### src/hw/frw_params.svh
`ifndef FRW_PARAMS_SVH
`define FRW_PARAMS_SVH
// register byte offsets on the apb side
`define FRW_AW 8
`define FRW_CFG_W 8
`define FRW_OFS_NVCFG 8'h00
`define FRW_OFS_VCFG 8'h04
`define FRW_OFS_CRCCTL 8'h08
`define FRW_OFS_LCRC 8'h0c
`define FRW_OFS_ACRC 8'h10
`define FRW_OFS_ESTAT 8'h14
// configuration field positions
`define FRW_B_DRV_HI 7
`define FRW_B_DRV_LO 5
`define FRW_B_WEN 4
`define FRW_B_ECC 3
`define FRW_B_SLP 2
`define FRW_B_WLEN_HI 1
`define FRW_B_WLEN_LO 0
// status and control field positions
`define FRW_B_DBL 4
`define FRW_B_SGL 3
`define FRW_B_CRCD 0
// reset values
`define FRW_CFG_FACTORY 8'ha8
`define FRW_LCRC_RST 32'hffffffff
`define FRW_ACRC_RST 32'h00000000
`define FRW_ZERO32 32'h00000000
`define FRW_SYNC_HI3 3'h7
`define FRW_SYNC_LO3 3'h0
`define FRW_SYNC_HI2 2'h3
// wrap group: smallest group in bytes, ecc unit as address shift
`define FRW_WRAP_BASE 7'h08
`define FRW_ONE7 7'h01
`define FRW_ONE32 32'h00000001
`define FRW_UNIT_SHIFT 4
`endif

### src/hw/frw_pkg.sv
`default_nettype none
package frw_pkg;
    typedef enum logic [1:0] {FRW_PWR_INIT, FRW_PWR_STBY, FRW_PWR_DPD} frw_pwr_type;
    typedef struct packed {
        logic [7:0] nv_cfg;
        logic [7:0] v_cfg;
        logic crc_dis;
        logic [31:0] lcrc;
        logic [31:0] acrc;
        logic dbl;
        logic sgl;
        frw_pwr_type pwr;
        logic [31:0] addr;
        logic burst;
        logic [2:0] sck_s;
        logic [2:0] cs_s;
        logic [1:0] hwr_s;
        logic [31:0] rdata;
    } frw_state_type;
endpackage
`default_nettype wire

### src/hw/frw_regs.sv
// Contract
// - hold 3-bit drive strength code, factory value 101.
// - wrap enable bit selects wrapped (1) or linear (0) reads, default 0.
// - 2-bit wrap length picks 8, 16, 32 or 64 byte groups, default 00.
// - wrapped reads cycle inside the aligned group; linear reads just increment.
// - wrap length only matters while wrap is enabled.
// - ecc mode bit: 0 single correct, 1 also double detect; factory 1.
// - ecc mode also picks whether double errors set the status flag.
// - sleep bit chooses standby or deep power down after power-on.
// - deep power down left on chip select pulse or hardware reset.
// - sleep bit writable in nonvolatile copy only; volatile copy read-only.
// - link check control bit 0 disables when 1, resets 0, upper bits zero.
// - read-only 32-bit link check result, resets to all ones.
// - read-only 32-bit array check result, resets to zero.
// - ecc over 16-byte units; status follows the unit last read.
// - double error flag sets on detection, sticky until clear command; hardware reset also clears it here.
// - single error flag sets on corrected error, sticky until clear command; hardware reset also clears it here.
`timescale 1ns/1ps
`include "frw_params.svh"
`default_nettype none
module frw_regs
    import frw_pkg::*;
(
    input wire logic pclk,
    input wire logic presetn,
    input wire logic psel,
    input wire logic penable,
    input wire logic pwrite,
    input wire logic [31:0] paddr,
    input wire logic [31:0] pwdata,
    output logic [31:0] prdata,
    output logic pready,
    output logic pslverr,
    input wire logic sclk,
    input wire logic chip_select_n,
    input wire logic hw_reset_n,
    input wire logic burst_start,
    input wire logic [31:0] start_addr,
    input wire logic ecc_single_evt,
    input wire logic ecc_double_evt,
    input wire logic clear_error_status_cmd,
    input wire logic link_crc_load,
    input wire logic [31:0] link_crc_value,
    input wire logic array_crc_load,
    input wire logic [31:0] array_crc_value,
    output logic [2:0] drive_strength_code,
    output logic wrap_read_enable,
    output logic [1:0] wrap_group_length,
    output logic ecc_mode_select,
    output logic ecc_record_double,
    output logic link_check_disable,
    output logic deep_power_down,
    output logic [31:0] read_addr,
    output logic [27:0] ecc_unit_index
);
    localparam frw_state_type FRW_RST = '{
        nv_cfg: `FRW_CFG_FACTORY,
        v_cfg: `FRW_CFG_FACTORY,
        crc_dis: 1'b0,
        lcrc: `FRW_LCRC_RST,
        acrc: `FRW_ACRC_RST,
        dbl: 1'b0,
        sgl: 1'b0,
        pwr: FRW_PWR_INIT,
        addr: `FRW_ZERO32,
        burst: 1'b0,
        sck_s: `FRW_SYNC_LO3,
        cs_s: `FRW_SYNC_HI3,
        hwr_s: `FRW_SYNC_HI2,
        rdata: `FRW_ZERO32
    };

    frw_state_type st_reg;
    frw_state_type st_next;
    logic [7:0] a8;
    logic hit;
    logic acc;
    logic wr;
    logic sck_rise;
    logic cs_rise;
    logic cs_low;
    logic hw_rst;
    logic clr;
    logic wen;
    logic [6:0] grp;
    logic [31:0] mask;
    logic [31:0] incr;
    logic [31:0] rd_mux;

    assign a8 = paddr[`FRW_AW-1:0];
    assign acc = psel & penable;
    assign wr = acc & pwrite & hit;
    // edges come from the second and third flops; the first is left alone
    assign sck_rise = st_reg.sck_s[1] & ~st_reg.sck_s[2];
    assign cs_rise = st_reg.cs_s[1] & ~st_reg.cs_s[2];
    assign cs_low = ~st_reg.cs_s[1];
    assign hw_rst = ~st_reg.hwr_s[1];
    assign clr = clear_error_status_cmd;
    assign wen = st_reg.v_cfg[`FRW_B_WEN];

    // group size from the length field; mask only bites while wrap is on
    assign grp = `FRW_WRAP_BASE << st_reg.v_cfg[`FRW_B_WLEN_HI:`FRW_B_WLEN_LO];
    assign mask = 32'(grp) - `FRW_ONE32;
    assign incr = st_reg.addr + `FRW_ONE32;

    // address decode and read mux; unused bits stay zero
    always_comb
    begin
        hit = 1'b1;
        rd_mux = `FRW_ZERO32;
        case (a8)
            `FRW_OFS_NVCFG: rd_mux[`FRW_CFG_W-1:0] = st_reg.nv_cfg;
            `FRW_OFS_VCFG: rd_mux[`FRW_CFG_W-1:0] = st_reg.v_cfg;
            `FRW_OFS_CRCCTL: rd_mux[`FRW_B_CRCD] = st_reg.crc_dis;
            `FRW_OFS_LCRC: rd_mux = st_reg.lcrc;
            `FRW_OFS_ACRC: rd_mux = st_reg.acrc;
            `FRW_OFS_ESTAT:
            begin
                rd_mux[`FRW_B_DBL] = st_reg.dbl;
                rd_mux[`FRW_B_SGL] = st_reg.sgl;
            end
            default: hit = 1'b0;
        endcase
    end

    // whole next-state computation
    always_comb
    begin
        st_next = st_reg;
        st_next.sck_s = {st_reg.sck_s[1:0], sclk};
        st_next.cs_s = {st_reg.cs_s[1:0], chip_select_n};
        st_next.hwr_s = {st_reg.hwr_s[0], hw_reset_n};

        // read data captured in setup so prdata is a flop with zero wait
        if (psel & ~penable & ~pwrite)
        begin
            st_next.rdata = rd_mux;
        end

        if (wr)
        begin
            case (a8)
                `FRW_OFS_NVCFG: st_next.nv_cfg = pwdata[`FRW_CFG_W-1:0];
                `FRW_OFS_VCFG:
                begin
                    // sleep bit of the volatile copy cannot be written, so it keeps its value
                    st_next.v_cfg[`FRW_B_DRV_HI:`FRW_B_DRV_LO] = pwdata[`FRW_B_DRV_HI:`FRW_B_DRV_LO];
                    st_next.v_cfg[`FRW_B_WEN] = pwdata[`FRW_B_WEN];
                    st_next.v_cfg[`FRW_B_ECC] = pwdata[`FRW_B_ECC];
                    st_next.v_cfg[`FRW_B_WLEN_HI:`FRW_B_WLEN_LO] = pwdata[`FRW_B_WLEN_HI:`FRW_B_WLEN_LO];
                end
                `FRW_OFS_CRCCTL: st_next.crc_dis = pwdata[`FRW_B_CRCD];
                default: st_next.crc_dis = st_reg.crc_dis;
            endcase
        end

        // check values come from the crc engines outside this block
        if (link_crc_load)
        begin
            st_next.lcrc = link_crc_value;
        end
        if (array_crc_load)
        begin
            st_next.acrc = array_crc_value;
        end

        // read address walk, one step per serial clock rise in a frame
        if (burst_start)
        begin
            st_next.addr = start_addr;
            st_next.burst = 1'b1;
        end
        else if (st_reg.burst & sck_rise & cs_low)
        begin
            if (wen)
            begin
                st_next.addr = (st_reg.addr & ~mask) | (incr & mask);
            end
            else
            begin
                st_next.addr = incr;
            end
        end
        else if (cs_rise)
        begin
            st_next.burst = 1'b0;
        end

        // sticky flags: a new event beats a clear in the same cycle
        st_next.dbl = (st_reg.dbl & ~clr) | (ecc_double_evt & st_reg.v_cfg[`FRW_B_ECC]);
        st_next.sgl = (st_reg.sgl & ~clr) | ecc_single_evt;

        // power state after reset release
        case (st_reg.pwr)
            FRW_PWR_INIT:
            begin
                if (st_reg.nv_cfg[`FRW_B_SLP])
                begin
                    st_next.pwr = FRW_PWR_DPD;
                end
                else
                begin
                    st_next.pwr = FRW_PWR_STBY;
                end
            end
            FRW_PWR_STBY: st_next.pwr = FRW_PWR_STBY;
            FRW_PWR_DPD:
            begin
                if (cs_rise | hw_rst)
                begin
                    st_next.pwr = FRW_PWR_STBY;
                end
            end
            default: st_next.pwr = FRW_PWR_INIT;
        endcase

        // hardware reset pin: reload volatile copy, drop flags
        if (hw_rst)
        begin
            st_next.v_cfg = st_reg.nv_cfg;
            st_next.crc_dis = 1'b0;
            st_next.dbl = 1'b0;
            st_next.sgl = 1'b0;
            st_next.burst = 1'b0;
        end
    end

    // power-on reset loads factory values into both copies
    always_ff @(posedge pclk or negedge presetn)
    begin
        if (!presetn)
        begin
            st_reg <= FRW_RST;
        end
        else
        begin
            st_reg <= st_next;
        end
    end

    // outputs; volatile copy drives the rest of the device
    assign pready = 1'b1;
    assign pslverr = acc & ~hit;
    assign prdata = st_reg.rdata;
    assign drive_strength_code = st_reg.v_cfg[`FRW_B_DRV_HI:`FRW_B_DRV_LO];
    assign wrap_read_enable = wen;
    assign wrap_group_length = st_reg.v_cfg[`FRW_B_WLEN_HI:`FRW_B_WLEN_LO];
    assign ecc_mode_select = st_reg.v_cfg[`FRW_B_ECC];
    assign ecc_record_double = st_reg.v_cfg[`FRW_B_ECC];
    assign link_check_disable = st_reg.crc_dis;
    assign deep_power_down = (st_reg.pwr == FRW_PWR_DPD);
    assign read_addr = st_reg.addr;
    // unit index of the byte being read, so status maps to that unit
    assign ecc_unit_index = st_reg.addr[31:`FRW_UNIT_SHIFT];
endmodule // frw_regs
`default_nettype wire

### config.mk
export PLATFORM = sky130hd
export DESIGN_NAME = frw_regs
export DESIGN_NICKNAME = d
export VERILOG_FILES = /design/src/hw/frw_pkg.sv /design/src/hw/frw_regs.sv
export VERILOG_INCLUDE_DIRS = /design/src /design/src/hw
export SDC_FILE = /design/constraint.sdc
export NUM_CORES = 1
export LEC_CHECK = 0
export ABC_AREA = 1
export ABC_CLOCK_PERIOD_IN_PS = 1700
export BUFFER_PORTS_ARGS = -buffer_cell sky130_fd_sc_hd__clkbuf_2
export CORE_MARGIN = 2
export CORE_UTILIZATION = 45
export CTS_BUF_LIST = sky130_fd_sc_hd__clkbuf_8
export DETAILED_ROUTE_END_ITERATION = 10
export PLACE_DENSITY = 0.83
export SLEW_MARGIN = 20
export SYNTH_ARGS = -nofsm -noshare
export SYNTH_HDL_FRONTEND = slang
export SYNTH_SLANG_ARGS = --single-unit
### constraint.sdc
create_clock -name pclk -period 1.7 [get_ports pclk]
set_clock_uncertainty 0.05 [all_clocks]
set_input_delay 0.34 -clock pclk [delete_from_list [all_inputs] [get_ports pclk]]
set_output_delay 0.34 -clock pclk [all_outputs]
set_load 0.03 [all_outputs]
==> results.json, run 1 <==
{
  "crit_cells": 3,
  "ys.warnings.count": 0,
  "status": "complete, but fails checks",
  "syn2layout_area_growth_pct": 23.03,
  "clkLatencyLatePin_ns": 0.47,
  "clk_transition_reported_paths_ns": 0.10,
  "hold_class": "primary input to flop",
  "whs_ns": 0.02699,
  "fin_nets": 1519,
  "dpl_worst_slack_ns": -0.05415,
  "max_stage_delay_ns": 0.44,
  "num_vias": 8048,
  "setup_viol": 18,
  "crit_buf_inv": 3,
  "routed_wl_mm": 24.19,
  "cp-endpoint": "wrap_group_length[1]",
  "worstPathMaxFanout": 4,
  "stdcell_count": 1618,
  "antenna_cells": 0,
  "maxCapViolations": 0,
  "stdcell_area_mm2": 0.01084,
  "switchingPower_mw": 3.392,
  "regToRegStartpoint": "wrap_group_length[0]",
  "io_pins": 278,
  "grt_pass1_wl_mm": 38.34,
  "critPathLaunchType": "flop",
  "final_layout_size_suffix_gt1_share_pct": 34.29,
  "cp-end-kind": "output port",
  "cts_tree": "built",
  "reg2regPathDepth": 11,
  "clock-sinks": 158,
  "ys_async_sr_fraction_pct": 100.0,
  "cp_top_family": "buffers and inverters",
  "p_comb_share_pct": 23.5,
  "rows": 51,
  "syn_nets": 1309,
  "power_density_mw_per_mm2": 881.1,
  "fin_crit_ns": 1.747,
  "violations": "negative setup slack",
  "synth_cell_types": 46,
  "viasPerCell": 4.974,
  "clockPowerShare_pct": 31.3,
  "first_pass_iters": 5,
  "cts_max_path_buffers": 2,
  "leakage_nw": 5.650,
  "numCtsBuffers": 17,
  "avgSynthCellArea_um2": 7.795,
  "drv_slew": 0,
  "placed_cell_area_mm2": 0.009902,
  "cp-startpoint": "wrap_group_length[1]",
  "yosysSeqAreaShare_pct": 45.50,
  "path_cells": "buf_4, buf_4, buf_2",
  "portBuffers": 228,
  "rsz0062_at_grt": "yes",
  "slowest_stage": "dfrtp_1",
  "synthCells": 1130,
  "maxSlewHeadroom_pct": 64.38,
  "dominantRegCellSynth": "dfrtp_1",
  "h-tree-depth": 4,
  "fmax_ghz": 0.5725,
  "crit_type": "flop to output port",
  "die_x_um": 143.9,
  "r2r_setup_slack_ns": -0.04,
  "synth_area_mm2": 0.008808,
  "cp_common_cell": "buf_4",
  "core-area_mm2": 0.01933,
  "drc": 0,
  "routabilityCongestion": 0.9239,
  "grt.overflow.total": 0,
  "fin_ws_ns": -0.04670,
  "worst_slew_pin_slew_ns": 0.5343,
  "power_frac_seq_pct": 45.2,
  "critPathRequiredTime_ns": 1.31,
  "die_area_mm2": 0.02071,
  "grt_util_all_layers_pct": 23.53,
  "dpl.cell_count": 1549,
  "p_int_mw": 6.156,
  "dp.final_hpwl_mm": 17.37,
  "period_share_pct": 102.7,
  "peakVddDrop_v": 0.0005242,
  "wl_per_cell_um": 14.95,
  "root_buffer": "clkbuf_8",
  "switching_share_pct": 35.53,
  "synth-edff-count": 0,
  "grt_max_degree": 44,
  "arrival_ns": 1.36,
  "hold_viol_final": 0,
  "start_util_pct": 45.56,
  "antenna_left": 0,
  "die_y_um": 143.9,
  "first_global_vias": 7813,
  "drt_iter0_drc": 432,
  "antenna_found_initial": 0,
  "yosys_register_bits": 158
}
==> through the flow <==
step / power [mW] / util (%) / setup TNS [ns]
4_1_cts: 9.503 / 55.07 / -0.08444
2_1_floorplan: 5.893 / - / 0
3_5_place_dp: 6.442 / 51.21 / -0.6201
5_1_grt: 10.00 / 56.05 / -2.135
6_report: 9.548 / 56.05 / -0.3558
3_3_place_gp: 6.382 / 51.21 / -0.001665
==> cells by family (layout without fill, tap and decap cells) <==
kind of cell | count (synthesis) | after routing | synth area share (%)
AND/OR/NAND/NOR | 520 | 520 | 25.53
buffers and inverters | 266 | 489 | 15.87
AO/OA/AOI/OAI | 165 | 165 | 10.67
flip-flops | 158 | 158 | 45.50
XOR/XNOR | 8 | 8 | 0.7955
multiplexers | 7 | 7 | 0.8949
adder cells (fa/ha/maj) | 5 | 5 | 0.7102
other | 1 | 1 | 0.04257
==> power by group through the flow <==
stage                     Combinational (mW)  Sequential (mW)  Clock [mW]
final                                   2.24             4.32        2.99
after CTS                               2.15             4.32        3.04
after detailed placement                2.05             4.39           0
after global routing                    2.46             4.36        3.19
after global placement                  2.00             4.38           0
after floorplan                         1.53             4.36           0
==> tightest hold or removal path, stage by stage <==
cell and delay (ns):
clkbuf_2 0.08, nand2_1 0.05, o21ai_0 0.07
==> cell type report <==
cell class,instances,area (um2)
clock inverter,15,186.4
tap,265,331.6
fill,1690,8498
clock buffer,17,234.0
inverter,129,486.7
multi-input combinational,706,3523
timing repair buffer,328,2066
sequential,158,4009
==> how the worst min path moves through the flow <==
| stage | from | to | cells past startpoint |
|---|---|---|---|
| finish | link_crc_value[10] | st_reg[119] | 3 |
| global route | link_crc_value[2] | st_reg[111] | 3 |
| CTS | array_crc_value[13] | st_reg[90] | 3 |
| detailed placement | presetn | async pin | 1 |
| global placement | presetn | read_addr[0] | 1 |
| floorplan | presetn | async pin | 0 |
==> layer usage <==
metal | wire, um | GRT usage [%] | share of wire, % | up-vias
met2 | 12140 | 40.53 | 50 | 324
met3 | 1572 | 4.732 | 6.5 | 44
met4 | 571 | 8.566 | 2.4 | 0
met5 | 0 | 0 | 0 | -
li1 | - | - | - | 3878
met1 | 9901 | 29.29 | 41 | 3802
==> timing repair <==
item,in CTS,in global routing
resized for setup,19,46
endpoints found under the setup margin,25,31
pin swaps,4,15
hold buffers,20,0
buffers inserted,8,9
endpoints found under the hold margin,43,0
gates cloned,1,0
==> synthesized netlist by cell type, drive strengths merged, types with 5 or more instances <==
cell type | n | share of area [%]
dfstp | 43 | 13
buf | 115 | 9.4
xor2 | 7 | 0.70
o21ai | 106 | 6.5
nand3 | 51 | 3.4
dfrtp | 115 | 33
clkbuf | 22 | 0.94
nand3b | 5 | 0.43
inv | 128 | 5.5
o211ai | 5 | 0.43
o22ai | 24 | 1.7
nor2 | 74 | 4.0
a21oi | 22 | 1.4
nand4 | 10 | 0.71
ha | 5 | 0.71
mux2 | 7 | 0.89
nand2 | 370 | 16
or2 | 5 | 0.36
==> cells in the final DEF (no fill, tap or decap), types with 3 or more instances in the layout <==
cell | netlist | layout
inv_2 | 4 | 5
dfrtp_1 | 115 | 114
nand4_1 | 10 | 10
o21ai_2 | 8 | 13
xor2_1 | 7 | 7
a21oi_1 | 21 | 20
mux2_2 | 7 | 7
inv_8 | 0 | 8
dlygate4sd3_1 | 0 | 20
nand3_2 | 4 | 9
nand3b_1 | 5 | 5
o21ai_1 | 8 | 10
nand2_1 | 360 | 358
clkbuf_2 | 0 | 221
nand2_2 | 8 | 8
nor2_2 | 9 | 9
or2_2 | 3 | 3
buf_6 | 2 | 9
inv_1 | 124 | 122
nor2_1 | 58 | 55
buf_4 | 99 | 69
nor2_4 | 7 | 10
nand2_4 | 2 | 4
buf_12 | 0 | 5
nand3_4 | 2 | 3
dfstp_2 | 43 | 43
clkbuf_8 | 0 | 17
o22ai_1 | 24 | 24
o211ai_1 | 5 | 5
nand3_1 | 45 | 39
o21ai_0 | 89 | 82
Note: power is estimated with default switching activity, not from simulation.
==> run 2, diff against run 1 <==
- CELL_PAD_IN_SITES_DETAIL_PLACEMENT: unset -> 1
- CELL_PAD_IN_SITES_GLOBAL_PLACEMENT: unset -> 2
- CORE_UTILIZATION: 45 -> 27
- PLACE_DENSITY: 0.83 -> 0.88
==> run 2 against run 1 <==
The run still ends with negative setup slack left. Routed wire length is 30% higher. Critical path type is now flop to flop. Highest routed layer unchanged. Final cell count grew 17%. Worst hold slack better by 0.017 ns. Flip-flop and latch count did not move. Register-to-register slack got worse by 0.04 ns. Global-route usage fell by 5.1 points. Count of clock-buffer cells in the layout grew 1. Via count grew 5.5%. Fmax shrank 2.1%.
==> results.json, run 2 (synthesis gave the netlist of run 1 again) <==
{
  "drv_slew": 0,
  "worstPathMaxFanout": 6,
  "grt_max_degree": 65,
  "crit_buf_inv": 3,
  "maxCapViolations": 0,
  "root_buffer": "clkbuf_8",
  "rows": 66,
  "h-tree-depth": 4,
  "clkLatencyLatePin_ns": 0.50,
  "violations": "negative setup slack",
  "peakVddDrop_v": 0.0004523,
  "dp.final_hpwl_mm": 21.13,
  "rsz0062_at_grt": "yes",
  "final_layout_size_suffix_gt1_share_pct": 35.20,
  "io_pins": 278,
  "num_vias": 8494,
  "die_x_um": 184.6,
  "die_area_mm2": 0.03408,
  "status": "complete, but fails checks",
  "setup_viol": 24,
  "first_global_vias": 9056,
  "stdcell_count": 1885,
  "clk_transition_reported_paths_ns": 0.09,
  "wl_per_cell_um": 16.65,
  "die_y_um": 184.6,
  "power_density_mw_per_mm2": 832.4,
  "start_util_pct": 27.21,
  "fin_ws_ns": -0.08389,
  "fin_util_pct": 37.48,
  "final_common_cell": "nand2_1",
  "routabilityCongestion": 0.8553,
  "cp-end-kind": "flop",
  "core-area_mm2": 0.03237,
  "drt_iter0_drc": 310,
  "first_pass_iters": 5,
  "numCtsBuffers": 17,
  "leakage_nw": 6.118,
  "grt_pass1_wl_mm": 48.21,
  "dpl_worst_slack_ns": -0.1530,
  "fin_nets": 1609,
  "viasPerCell": 4.506,
  "hold_class": "primary input to flop",
  "maxSlewHeadroom_pct": 62.12,
  "drc": 0,
  "cts_max_path_buffers": 2,
  "grt.overflow.total": 0,
  "cts_tree": "built",
  "slowest_stage": "dfrtp_1",
  "fin_crit_ns": 1.784,
  "antenna_found_initial": 0,
  "clock-sinks": 158,
  "antenna_left": 0,
  "worst_slew_pin_slew_ns": 0.5682,
  "portBuffers": 228,
  "cp_top_family": "flip-flops",
  "fmax_ghz": 0.5606,
  "cp_common_cell": "nand2_4",
  "layout_common_cells": "359 x nand2_1, 202 x clkbuf_2, 123 x inv_1",
  "antenna_cells": 0,
  "grt_util_all_layers_pct": 18.41,
  "routed_wl_mm": 31.38,
  "arrival_ns": 2.16,
  "path_cells": "nor2_2, inv_2, ha_4, nand2_4, nand2_4, o21ai_4, inv_4, buf_12, nand3_2, nand2_2, o21ai_2",
  "crit_type": "flop to flop",
  "critPathRequiredTime_ns": 2.07,
  "hold_viol_final": 0,
  "syn2layout_area_growth_pct": 37.73,
  "critPathLaunchType": "flop",
  "max_stage_delay_ns": 0.42,
  "period_share_pct": 104.9,
  "dpl.cell_count": 1735
}
## run 2: power by group
group | internal (mW) | switching (mW)
logic | 1.04 | 1.60
registers | 4.10 | 0.201
clock network | 1.52 | 1.64
total | 6.67 | 3.43
## run 2: per-stage QoR
stage / power, mW / hold slack, ns / TNS, ns / instance area [um2]
after floorplan: 5.893 / -0.005591 / 0 / 8813
after global placement: 6.506 / 0.2179 / -0.5353 / 10270
after detailed placement: 6.569 / 0.2163 / -1.329 / 10270
after CTS: 10.04 / 0.002163 / -0.6004 / 11760
after global routing: 10.61 / 0.002720 / -3.760 / 12130
final: 10.10 / 0.04379 / -1.242 / 12130
## run 2: worst paths after layout
check	startpoint	endpoint	slack [ns]	depth (start not counted)
worst max-delay path	wrap_group_length[0]	flop	-0.08	11
max in group asynchronous	presetn	st_reg[127]	0.70	3
min in group asynchronous	presetn	async pin	0.25	2
worst max register to register	wrap_group_length[0]	flop	-0.08	11
worst min-delay path	array_crc_value[5]	st_reg[82]	0.04	2
worst min register to register	st_next[38]	st_next[39]	0.30	0
## run 2: per-layer routing
metal | GRT usage [%] | vias up | part of all wire, %
li1 | - | 4053 | -
met1 | 21.97 | 4169 | 42
met2 | 33.10 | 243 | 51
met5 | 0 | - | 0
met3 | 4.367 | 29 | 5.0
met4 | 4.794 | 0 | 1.4
## run 2: final cells by class
cell class	count	area, um2
inverter	129	486.7
multi-input combinational	706	3581
fill	3964	20240
clock buffer	18	247.7
sequential	158	4014
tap	442	553.0
clock inverter	14	182.7
timing repair buffer	418	3067
## run 2: timing repair
| action | CTS | global route |
|---|---|---|
| endpoints found under the setup margin | 57 | 55 |
| buffers inserted | 28 | 14 |
| hold endpoints to repair | 108 | 0 |
| hold buffers | 74 | 0 |
| gates resized for setup | 34 | 78 |
| pin swaps | 5 | 13 |
| gates cloned | 0 | 3 |
